## src/pkg/dbp_pkg.sv

```systemverilog
// constants, types and helpers for the external-master dram burst reader
// assumes a 25 MHz system clock and a byte-wide dram bank on the top data lane
package dbp_pkg;

  // ------------------------------------------------------------
  // widths and timing
  // ------------------------------------------------------------
  localparam int unsigned ADDR_W       = 28;
  localparam int unsigned BYTE_W       = 8;
  localparam int unsigned REG_AW       = 8;
  localparam int unsigned FIFO_DEPTH   = 4;
  localparam int unsigned ROW_LSB      = 9;
  localparam int unsigned CLK_NS       = 40;
  localparam int unsigned CAS_PRE_STD_NS = 60;
  localparam int unsigned CAS_PRE_EDO_NS = 20;
  localparam int unsigned RAS_PRE_NS   = 80;
  localparam int unsigned CAS_PRE_STD_CYC_I = (CAS_PRE_STD_NS + CLK_NS - 1) / CLK_NS;
  localparam int unsigned CAS_PRE_EDO_CYC_I = (CAS_PRE_EDO_NS + CLK_NS - 1) / CLK_NS;
  localparam int unsigned RAS_PRE_CYC_I = (RAS_PRE_NS + CLK_NS - 1) / CLK_NS;
  localparam logic [1:0] CAS_PRE_STD_CYC = 2'((CAS_PRE_STD_CYC_I < 1) ? 1 : CAS_PRE_STD_CYC_I);
  localparam logic [1:0] CAS_PRE_EDO_CYC = 2'((CAS_PRE_EDO_CYC_I < 1) ? 1 : CAS_PRE_EDO_CYC_I);
  localparam logic [1:0] RAS_PRE_CYC     = 2'((RAS_PRE_CYC_I < 1) ? 1 : RAS_PRE_CYC_I);

  // ------------------------------------------------------------
  // register map and fields
  // ------------------------------------------------------------
  localparam logic [7:0] REG_CTRL = 8'h00;
  localparam logic [7:0] REG_BASE = 8'h04;
  localparam logic [7:0] REG_MASK = 8'h08;
  localparam logic [7:0] REG_STAT = 8'h0C;
  localparam logic [7:0] REG_DATA = 8'h10;
  localparam int unsigned CTRL_EN_BIT  = 0;
  localparam int unsigned CTRL_PM_LSB  = 1;
  localparam int unsigned CTRL_EDO_BIT = 3;
  localparam int unsigned CTRL_RCD_BIT = 4;
  localparam int unsigned CTRL_RD_BIT  = 5;
  localparam int unsigned CTRL_W       = 6;
  localparam logic [5:0]  CTRL_RST     = 6'h00;
  localparam logic [27:0] BASE_RST     = 28'h0000000;
  localparam logic [27:0] MASK_RST     = 28'h0000000;
  localparam logic [1:0]  PM_NORMAL    = 2'h0;
  localparam logic [1:0]  PM_FAST      = 2'h1;
  localparam logic [1:0]  PM_BURST     = 2'h2;

  // ------------------------------------------------------------
  // transfer width codes
  // ------------------------------------------------------------
  localparam logic [1:0] XW_LONG = 2'h0;
  localparam logic [1:0] XW_BYTE = 2'h1;
  localparam logic [1:0] XW_WORD = 2'h2;
  localparam logic [1:0] XW_LINE = 2'h3;

  typedef enum logic [3:0] {
    DBP_IDLE, DBP_DECODE, DBP_ROW, DBP_RCD, DBP_COL, DBP_ACK, DBP_PRE, DBP_RPRE, DBP_END
  } dbp_state_e;

  // byte beats for an 8-bit bank
  function automatic logic [2:0] dbp_beats(input logic [1:0] xw);
    unique case (xw)
      XW_BYTE: dbp_beats = 3'h1;
      XW_WORD: dbp_beats = 3'h2;
      XW_LONG: dbp_beats = 3'h4;
      XW_LINE: dbp_beats = 3'h4;
    endcase
  endfunction

  // column address on the upper lines, byte offset stepped per beat
  function automatic logic [27:0] dbp_col(input logic [27:0] a, input logic [1:0] idx);
    logic [8:0] col;
    col = a[ROW_LSB-1:0] + {7'h00, idx};
    dbp_col = {a[27:18], col, a[ROW_LSB-1:0]};
  endfunction

endpackage

```

## src/pkg/dbp_fifo_if.sv

```systemverilog
// byte stream between the dram sequencer and its read buffer
// assumes both ends on the same clock
`timescale 1ns/1ps
interface dbp_fifo_if #(
  parameter int unsigned W = 8,
  parameter int unsigned D = 4
);
  logic                   in_valid;
  logic                   in_ready;
  logic [W-1:0]           in_data;
  logic                   out_valid;
  logic                   out_ready;
  logic [W-1:0]           out_data;
  logic [$clog2(D+1)-1:0] count;

  modport buffer (input in_valid, input in_data, output in_ready,
                  output out_valid, output out_data, input out_ready, output count);
  modport user   (output in_valid, output in_data, input in_ready,
                  input out_valid, input out_data, output out_ready, input count);
endinterface

```

## src/design/dbp_dram_ctrl.sv

```systemverilog
// dram controller path for an external bus master reading an 8-bit bank
// assumes pins arrive asynchronous and are synchronised here; registers over a plain strobe port
//
// The strobed register port and the register offsets were chosen for this implementation.
`timescale 1ns/1ps
module dbp_dram_ctrl
  import dbp_pkg::*;
(
  input  wire logic                         clk,
  input  wire logic                         rst_n,
  input  wire logic [dbp_pkg::REG_AW-1:0]   reg_addr,
  input  wire logic [31:0]                  reg_wdata,
  input  wire logic                         reg_wr,
  input  wire logic                         reg_rd,
  output logic      [31:0]                  reg_rdata,
  input  wire logic [dbp_pkg::ADDR_W-1:0]   addr_in,
  output logic      [dbp_pkg::ADDR_W-1:0]   addr_out,
  output logic                              addr_oe,
  input  wire logic                         rw_in,
  input  wire logic [1:0]                   xfer_width,
  input  wire logic                         transfer_start_n,
  output logic                              transfer_ack_n,
  output logic                              transfer_ack_oe,
  output logic                              dram_write_strobe,
  output logic                              dram_write_strobe_oe,
  output logic                              ras_n,
  output logic                              ras_oe,
  output logic                              cas0_n,
  output logic                              cas0_oe,
  input  wire logic [dbp_pkg::BYTE_W-1:0]   data_hi_in
);
  import dbp_pkg::*;

  typedef struct packed {
    dbp_state_e  state;
    logic [27:0] a_s1;
    logic [27:0] a_s2;
    logic        rw_s1;
    logic        rw_s2;
    logic [1:0]  xw_s1;
    logic [1:0]  xw_s2;
    logic        ts_s1;
    logic        ts_s2;
    logic [7:0]  d_s1;
    logic [7:0]  d_s2;
    logic [27:0] cap_addr;
    logic        cap_rw;
    logic [2:0]  beats_left;
    logic [1:0]  beat_idx;
    logic [1:0]  wait_cnt;
    logic        push_pend;
    logic [5:0]  ctrl;
    logic [27:0] base;
    logic [27:0] mask;
    logic        last_hit;
    logic [27:0] a_out;
    logic        a_oe;
    logic        dws;
    logic        dws_oe;
    logic        ta_n;
    logic        ta_oe;
    logic [31:0] rdata;
  } dbp_ctrl_s;

  dbp_ctrl_s st_r;
  dbp_ctrl_s st_nxt;
  logic      ras_n_r;
  logic      cas_n_r;
  logic      strobe_oe_r;
  logic      page_mode;
  logic      edo;
  logic      hit;

  dbp_fifo_if #(.W(BYTE_W), .D(FIFO_DEPTH)) rdq ();

  dbp_fifo #(.W(BYTE_W), .D(FIFO_DEPTH)) u_rdq (
    .clk   (clk),
    .rst_n (rst_n),
    .f     (rdq)
  );

  // ------------------------------------------------------------
  // decode helpers
  // ------------------------------------------------------------
  assign page_mode = (st_r.ctrl[CTRL_PM_LSB +: 2] == PM_FAST) || (st_r.ctrl[CTRL_PM_LSB +: 2] == PM_BURST);
  assign edo       = st_r.ctrl[CTRL_EDO_BIT] && page_mode;
  assign hit       = st_r.ctrl[CTRL_EN_BIT] && st_r.cap_rw && st_r.ctrl[CTRL_RD_BIT]
                     && (((st_r.cap_addr ^ st_r.base) & st_r.mask) == 28'h0000000);

  assign rdq.in_valid  = st_r.push_pend;
  assign rdq.in_data   = st_r.d_s2;
  assign rdq.out_ready = reg_rd && (reg_addr == REG_DATA);

  // ------------------------------------------------------------
  // sequencer and registers
  // ------------------------------------------------------------
  always_comb
  begin
    st_nxt = st_r;
    st_nxt.a_s1  = addr_in;
    st_nxt.a_s2  = st_r.a_s1;
    st_nxt.rw_s1 = rw_in;
    st_nxt.rw_s2 = st_r.rw_s1;
    st_nxt.xw_s1 = xfer_width;
    st_nxt.xw_s2 = st_r.xw_s1;
    st_nxt.ts_s1 = transfer_start_n;
    st_nxt.ts_s2 = st_r.ts_s1;
    st_nxt.d_s1  = data_hi_in;
    st_nxt.d_s2  = st_r.d_s1;
    st_nxt.push_pend = 1'b0;

    unique case (st_r.state)
      DBP_IDLE:
      begin
        if (!st_r.ts_s2)
        begin
          st_nxt.cap_addr   = st_r.a_s2;
          st_nxt.cap_rw     = st_r.rw_s2;
          st_nxt.beats_left = dbp_beats(st_r.xw_s2);
          st_nxt.beat_idx   = 2'h0;
          st_nxt.state      = DBP_DECODE;
        end
      end
      DBP_DECODE:
      begin
        st_nxt.last_hit = hit;
        if (hit)
        begin
          st_nxt.a_out  = st_r.cap_addr;
          st_nxt.a_oe   = 1'b1;
          st_nxt.dws    = 1'b1;
          st_nxt.dws_oe = 1'b1;
          st_nxt.state  = DBP_ROW;
        end
        else
          st_nxt.state = DBP_IDLE;
      end
      DBP_ROW:
      begin
        if (st_r.ctrl[CTRL_RCD_BIT])
          st_nxt.state = DBP_RCD;
        else
        begin
          st_nxt.a_out = dbp_col(st_r.cap_addr, st_r.beat_idx);
          st_nxt.ta_oe = 1'b1;
          st_nxt.ta_n  = 1'b1;
          st_nxt.state = DBP_COL;
        end
      end
      DBP_RCD:
      begin
        st_nxt.a_out = dbp_col(st_r.cap_addr, st_r.beat_idx);
        st_nxt.ta_oe = 1'b1;
        st_nxt.ta_n  = 1'b1;
        st_nxt.state = DBP_COL;
      end
      DBP_COL:
      begin
        if (rdq.in_ready)
        begin
          st_nxt.ta_n  = 1'b0;
          st_nxt.state = DBP_ACK;
        end
      end
      DBP_ACK:
      begin
        st_nxt.ta_n       = 1'b1;
        st_nxt.push_pend  = 1'b1;
        st_nxt.beats_left = st_r.beats_left - 3'h1;
        st_nxt.beat_idx   = st_r.beat_idx + 2'h1;
        if (st_r.beats_left == 3'h1)
          st_nxt.state = DBP_END;
        else if (page_mode)
        begin
          st_nxt.a_out    = dbp_col(st_r.cap_addr, st_r.beat_idx + 2'h1);
          st_nxt.wait_cnt = edo ? CAS_PRE_EDO_CYC : CAS_PRE_STD_CYC;
          st_nxt.state    = DBP_PRE;
        end
        else
        begin
          st_nxt.a_out    = st_r.cap_addr;
          st_nxt.wait_cnt = RAS_PRE_CYC;
          st_nxt.state    = DBP_RPRE;
        end
      end
      DBP_PRE:
      begin
        st_nxt.wait_cnt = st_r.wait_cnt - 2'h1;
        if (st_r.wait_cnt == 2'h1)
          st_nxt.state = DBP_COL;
      end
      DBP_RPRE:
      begin
        st_nxt.wait_cnt = st_r.wait_cnt - 2'h1;
        if (st_r.wait_cnt == 2'h1)
          st_nxt.state = DBP_ROW;
      end
      DBP_END:
      begin
        st_nxt.a_oe   = 1'b0;
        st_nxt.dws    = 1'b0;
        st_nxt.dws_oe = 1'b0;
        st_nxt.ta_oe  = 1'b0;
        st_nxt.state  = DBP_IDLE;
      end
      default:
        st_nxt.state = DBP_IDLE;
    endcase

    if (reg_wr)
    begin
      unique case (reg_addr)
        REG_CTRL: st_nxt.ctrl = reg_wdata[CTRL_W-1:0];
        REG_BASE: st_nxt.base = reg_wdata[ADDR_W-1:0];
        REG_MASK: st_nxt.mask = reg_wdata[ADDR_W-1:0];
        default:  st_nxt.ctrl = st_r.ctrl;
      endcase
    end

    st_nxt.rdata = 32'h00000000;
    if (reg_rd)
    begin
      unique case (reg_addr)
        REG_CTRL: st_nxt.rdata = {26'h0000000, st_r.ctrl};
        REG_BASE: st_nxt.rdata = {4'h0, st_r.base};
        REG_MASK: st_nxt.rdata = {4'h0, st_r.mask};
        REG_STAT: st_nxt.rdata = {27'h0000000, rdq.count, st_r.last_hit, (st_r.state != DBP_IDLE)};
        REG_DATA: st_nxt.rdata = {23'h000000, rdq.out_valid, rdq.out_data};
        default:  st_nxt.rdata = 32'h00000000;
      endcase
    end
  end

  always_ff @(posedge clk)
  begin
    if (!rst_n)
    begin
      st_r       <= '0;
      st_r.state <= DBP_IDLE;
      st_r.ctrl  <= CTRL_RST;
      st_r.base  <= BASE_RST;
      st_r.mask  <= MASK_RST;
      st_r.ts_s1 <= 1'b1;
      st_r.ts_s2 <= 1'b1;
      st_r.ta_n  <= 1'b1;
    end
    else
      st_r <= st_nxt;
  end

  // ------------------------------------------------------------
  // falling-edge strobes
  // ------------------------------------------------------------
  always_ff @(negedge clk)
  begin
    if (!rst_n)
    begin
      ras_n_r     <= 1'b1;
      cas_n_r     <= 1'b1;
      strobe_oe_r <= 1'b0;
    end
    else
    begin
      strobe_oe_r <= st_r.a_oe;
      ras_n_r     <= !((st_r.state == DBP_ROW) || (st_r.state == DBP_RCD) || (st_r.state == DBP_COL)
                       || (st_r.state == DBP_ACK) || (st_r.state == DBP_PRE));
      cas_n_r     <= !((st_r.state == DBP_COL) || (st_r.state == DBP_ACK));
    end
  end

  // ------------------------------------------------------------
  // pin drivers
  // ------------------------------------------------------------
  assign reg_rdata            = st_r.rdata;
  assign addr_out             = st_r.a_out;
  assign addr_oe              = st_r.a_oe;
  assign transfer_ack_n       = st_r.ta_n;
  assign transfer_ack_oe      = st_r.ta_oe;
  assign dram_write_strobe    = st_r.dws;
  assign dram_write_strobe_oe = st_r.dws_oe;
  assign ras_n                = ras_n_r;
  assign ras_oe               = strobe_oe_r;
  assign cas0_n               = cas_n_r;
  assign cas0_oe              = strobe_oe_r;
endmodule

```

## src/design/dbp_fifo.sv

```systemverilog
// small flip-flop fifo, parameterised width and depth
// assumes one clock; push and pop may fall in the same cycle
`timescale 1ns/1ps
module dbp_fifo #(
  parameter int unsigned W = 8,
  parameter int unsigned D = 4
) (
  input  wire logic clk,
  input  wire logic rst_n,
  dbp_fifo_if.buffer f
);
  localparam int unsigned PW = (D > 1) ? $clog2(D) : 1;
  localparam int unsigned CW = $clog2(D + 1);

  typedef struct packed {
    logic [D-1:0][W-1:0] mem;
    logic [PW-1:0]       wp;
    logic [PW-1:0]       rp;
    logic [CW-1:0]       cnt;
  } dbp_fifo_s;

  dbp_fifo_s st_r;
  dbp_fifo_s st_nxt;
  logic      push;
  logic      pop;

  // ------------------------------------------------------------
  // pointers and count
  // ------------------------------------------------------------
  function automatic logic [PW-1:0] bump(input logic [PW-1:0] p);
    bump = (p == PW'(D - 1)) ? '0 : p + PW'(1);
  endfunction

  assign f.in_ready  = (st_r.cnt != CW'(D));
  assign f.out_valid = (st_r.cnt != '0);
  assign f.out_data  = st_r.mem[st_r.rp];
  assign f.count     = st_r.cnt;
  assign push        = f.in_valid && f.in_ready;
  assign pop         = f.out_valid && f.out_ready;

  always_comb
  begin
    st_nxt = st_r;
    if (push)
    begin
      st_nxt.mem[st_r.wp] = f.in_data;
      st_nxt.wp = bump(st_r.wp);
    end
    if (pop)
      st_nxt.rp = bump(st_r.rp);
    if (push && !pop)
      st_nxt.cnt = st_r.cnt + CW'(1);
    else if (pop && !push)
      st_nxt.cnt = st_r.cnt - CW'(1);
  end

  always_ff @(posedge clk)
  begin
    if (!rst_n)
      st_r <= '0;
    else
      st_r <= st_nxt;
  end
endmodule

```

## config.mk

```make
export PLATFORM = sky130hd
export DESIGN_NAME = dbp_dram_ctrl
export DESIGN_NICKNAME = d
export VERILOG_FILES = /design/src/pkg/dbp_pkg.sv /design/src/pkg/dbp_fifo_if.sv /design/src/design/dbp_dram_ctrl.sv /design/src/design/dbp_fifo.sv
export SDC_FILE = /design/constraint.sdc
export NUM_CORES = 1
export LEC_CHECK = 0
export BUFFER_PORTS_ARGS = -buffer_cell sky130_fd_sc_hd__buf_2
export CAP_MARGIN = 40
export CORE_MARGIN = 5
export CORE_UTILIZATION = 55
export CTS_BUF_LIST = sky130_fd_sc_hd__clkbuf_8 sky130_fd_sc_hd__clkbuf_16
export DETAILED_ROUTE_END_ITERATION = 6
export GPL_TIMING_DRIVEN = 0
export PLACE_DENSITY_LB_ADDON = 0.2
export SETUP_SLACK_MARGIN = 0.5
export SYNTH_ARGS = -nofsm -noshare
export SYNTH_HDL_FRONTEND = slang
export SYNTH_SLANG_ARGS = --single-unit
```

## constraint.sdc

```tcl
create_clock -name clk -period 3.5 [get_ports clk]
set_clock_uncertainty 0.1 [all_clocks]
set_input_delay 0.175 -clock clk [delete_from_list [all_inputs] [get_ports clk]]
set_output_delay 0.175 -clock clk [all_outputs]
set_load 0.02 [all_outputs]
```

# --- Yosys cells after proc, flatten, opt, wreduce, memory -nomap -nowiden ---
# Index checks and enable logic that the tools add are counted.
totals:
  ff_bits: 291
  latchBits: 0
  ramBits: 0
  mem_bits_ro: 0
  input_bits: 84
  out_inout_bits: 69
  word_cells: 167
  memories: 0
classes:
  n_addsub: 9
  multipliers: 0
  n_div: 0
  order_cmp: 3
  eq_ne: 29
  n_shift: 0
  mux: 37
  bitwise_logic: 3
  reduce_logical: 48
ops:
  columns: ["operator", "count"]
  rows:
  - ["28-bit one-hot mux with 5 select lines", 1]
  - ["28-bit one-hot mux with 4 select lines", 1]
  - ["28-bit two-way mux", 2]
  - ["32-bit bitwise mux", 1]
  - ["4-bit one-hot mux with 8 select lines", 1]
  - ["31-bit two-way mux", 1]
  - ["28-bit bitwise AND", 1]
  - ["28-bit zero test", 1]
  - ["28-bit bitwise XOR", 1]
  - ["4-bit two-way mux", 5]
  - ["9-bit by 2-bit adder with 9-bit output", 2]
  - ["18-bit two-way mux", 1]
  - ["2-bit AND reduction", 9]
  - ["8-bit binary-select mux with 2-bit select", 1]
  - ["8-bit demux with 2-bit select", 1]
  - ["4-bit by 3-bit == test with 1-bit output, second input constant", 4]
  - ["8-bit by 4-bit == test with 1-bit output, second input constant", 2]
  - ["8-bit two-way mux", 2]
  - ["2-bit two-way mux", 7]
  - ["2-bit != test, second input constant", 6]
  - ["2-bit == test, second input constant", 5]
  - ["1-bit logical AND", 10]
  - ["5-bit one-hot mux with 2 select lines", 1]
  - ["3-bit two-way mux", 3]
  - ["33 further kinds", 60]

# --- Depth between registers and ports, before layout ---
depth:
  word_depth: 7
  mapped_depth: 11
  ltp_nobuf: 11

# --- Cells and area by module ---
# From an unflattened synthesis, not the netlist that was laid out.
hier_totals:
  hier_cells: 1294
  area_unflattened_um2: 11737.5
by_module_without_submodules:
  columns: ["module", "n_inst", "cells_each", "area_per_inst_um2", "seq_area_each_um2"]
  rows:
  - ["dbp_dram_ctrl", 1, 1119, 9892.0, 4924.7]
  - ["dbp_fifo", 1, 175, 1845.5, 780.7]

==> results.md <==
- Status: finished, final reports clean
- Setup_tns: 0 ps
- Startpoint types: register
- Ys flop type: dfxtp_1
- Synthesized cell area: 11,900 sq um
- Crit Path Category: register to primary output
- Netlist cell types: 62
- Die Wd: 157 microns
- Remaining global-route overflow: 0
- Max-slew violations: 0
- Post-CTS setup buffers: 0
- Routed Antenna Nets: 0
- Avg Cell Area, Syn: 9.05 sq um
- Slew of the pin with the lowest slew margin: 936 ps
- Area growth from synthesis to layout: 23.1%
- Final GP Congestion: 0.954
- CTS Buf Count: 29
- Largest net degree at the start of global routing: 14
- Clk network pwr share: 0.461
- Worst hold slack: 108 ps
- Fin nets: 1,669
- Row count: 54
- Share of the yosys chip area belonging to registers: 0.478
- Antenna violations before repair: 0
- CP arrival: 2870 ps
- Vert. Die Dim: 157 microns
- Die ar.: 24,800 sq um
- Power share of the combinational group: 0.043
- Clk_lat worst skew: 550 ps
- Placed Instances: 1,746
- Cell-internal power: 5.29 mW
- GRT Total Usage: 0.254
- DR pass1 iterations: 7
- Leak: 5.93 nW
- Crit-path cells: buf_6 > buf_6
- Fin. Hold Viols: 0
- Layout cell share with drive strength beyond 1: 0.180
- Final Power: 6.69 mW
- Post-DR wirelength/cell: 17.2 microns
- Syn. warnings: 0
- Port bufs: 143
- Max incr delay on CP: 320 ps
- Power Density: 455 nW/um^2
- Sequential Power Share: 0.496
- Starting DRT DRC Count: 792
- Via count: 9,946
- Post-synthesis cell count: 1,320
- Worst setup EP type: primary output
- Root Driver: clkbuf_16
- Critical Path RT: 3220 ps
- Sw frac: 0.209
- Final WL: 32,100 microns
- Clock slew at reported path FFs: 70 ps
- RSZ-0062 raised after global routing: true
- Vias in the first global route: 9,399
- Io pins: 153
- Worst Hold Class: input port to register
- Residual DRC: 0
- NetSw: 1.40 mW
- Ys async rst share: 0
- ANT cells: 0
- CTS Sinks: 285
- Initial Utilization: 0.552
- Max Cap Viol: 0
- Max H-tree Level: 1
- FF+latch count, synth: 285
- Global-route wire length before repair: 50,000 microns
- Deepest clock path buffer count: 3
- Non-Filler Instances: 1,866
- EDFF count, synth: 0
- Max VDD drop: 0.400 mV
- Via density: 5.33
- Worst path most repeated cell: buf_6
- Final HPWL from detailed placement: 23,300 microns
- Max FO, Critical Path: 2
- Core ar.: 21,600 sq um
- CTS tree: yes
- Crit-path slowest cell: dfxtp_2
- Slew HR: 0.373
- Endpoints failing setup: 0
## power groups by stage
| stage | combinational (mW) | clock, mW | sequential (mW) |
|---|---|---|---|
| floorplan | 0.123 | 0.00713 | 3.38 |
| global placement | 0.225 | 0.00713 | 3.39 |
| detailed placement | 0.226 | 0.00713 | 3.39 |
| CTS | 0.286 | 3.12 | 3.31 |
| global route | 0.313 | 3.26 | 3.32 |
| finish | 0.288 | 3.08 | 3.32 |
## stage by stage
stage | setup WS, ps | instance area, sq um | utilization
5_1_grt | 327 | 14700 | 0.680
6_report | 356 | 14700 | 0.680
4_1_cts | 349 | 14700 | 0.680
3_5_place_dp | -103 | 13000 | 0.602
2_1_floorplan | 632 | 12000 | -
3_3_place_gp | -84.6 | 13000 | 0.602
## critical path: cells and delay by family, from the launching register on
kind                   cells  cell delay, ps
buffers and inverters      2             230
DFF                        1             320
## synthesized netlist by cell type, types with 15 or more instances
| library cell | number | area (sq um) |
|---|---|---|
| nand3_1 | 47 | 235 |
| dfxtp_1 | 285 | 5710 |
| mux2i_1 | 32 | 320 |
| buf_4 | 64 | 480 |
| xor2_1 | 34 | 298 |
| inv_1 | 20 | 75.1 |
| clkbuf_1 | 61 | 229 |
| a21oi_1 | 23 | 115 |
| and2_1 | 87 | 544 |
| nor2_1 | 44 | 165 |
| a21boi_0 | 119 | 893 |
| a22oi_1 | 40 | 300 |
| nand2_1 | 290 | 1090 |
| ha_1 | 15 | 188 |
## cells by family (layout without fill, tap and decap cells)
group / after synthesis / count (layout) / share of synthesized area
simple gates: 526 / 526 / 0.205
flops: 285 / 285 / 0.478
compound gates: 241 / 241 / 0.149
buf+inv: 169 / 432 / 0.0763
xor+xnor: 40 / 40 / 0.0293
mux: 40 / 40 / 0.0419
fa+ha+maj: 18 / 18 / 0.0207
other cells: 1 / 4 / 0.000314
## routing by layer
layer	track usage	vias to the layer above	wire (microns)
met5	0	-	0
met4	0.0684	0	897
met3	0.0316	61	2440
met2	0.424	397	15100
met1	0.350	4644	13700
li1	-	4844	-
## state kept, by name, indices dropped and copies added (netlist names)
name             cells
addr_oe              1
addr_out            28
cas0_n               1
cas0_oe              1
ras_n                1
rdq.in_data          8
rdq.in_valid         1
reg_rdata           28
st_nxt              40
st_r               135
transfer_ack_n       1
transfer_ack_oe      1
u_rdq.f.count        3
u_rdq.st_r          36
## area by class of cell
type | instances | area, sq um
Fill cell | 1766 | 6920
Sequential cell | 285 | 5710
Clock buffer | 35 | 808
Timing Repair Buffer | 211 | 1420
Buffer | 149 | 847
Clock inverter | 18 | 159
Multi-Input combinational cell | 869 | 5340
Inverter | 19 | 71.3
Tap cell | 280 | 350
## path summary, 6_finish.rpt
kind / slack, ps / endpoint / start / depth (start not counted)
setup / recovery: 360 / ras_oe / cas0_oe / 2
hold / removal: 110 / st_r[122] / reg_wr / 4
setup reg to reg: 560 / addr_out[18] / st_r[247] / 7
hold reg to reg: 310 / st_r[181] / st_nxt[181] / 1
## placed cells by master (no fill, tap or decap), types with 9 or more instances in the layout
master,count
mux2i_1,32
a21boi_0,119
buf_1,10
nor2b_1,13
clkbuf_1,56
dfxtp_1,282
o21ai_0,9
and2_1,87
a22oi_1,40
dlygate4sd3_1,68
buf_2,151
xor2_1,34
nand3_1,47
nor2_1,44
nand2_1,290
clkbuf_16,29
inv_1,28
buf_4,63
ha_1,15
a21oi_1,23
## repair_timing
| action | CTS | global route |
|---|---|---|
| gates resized for setup | 13 | 5 |
| setup endpoints to repair | 7 | 7 |
| hold buffers | 68 | 0 |
| hold endpoints to repair | 102 | 0 |
| pin swaps | 0 | 0 |
Power figures use the tool's default switching activity.
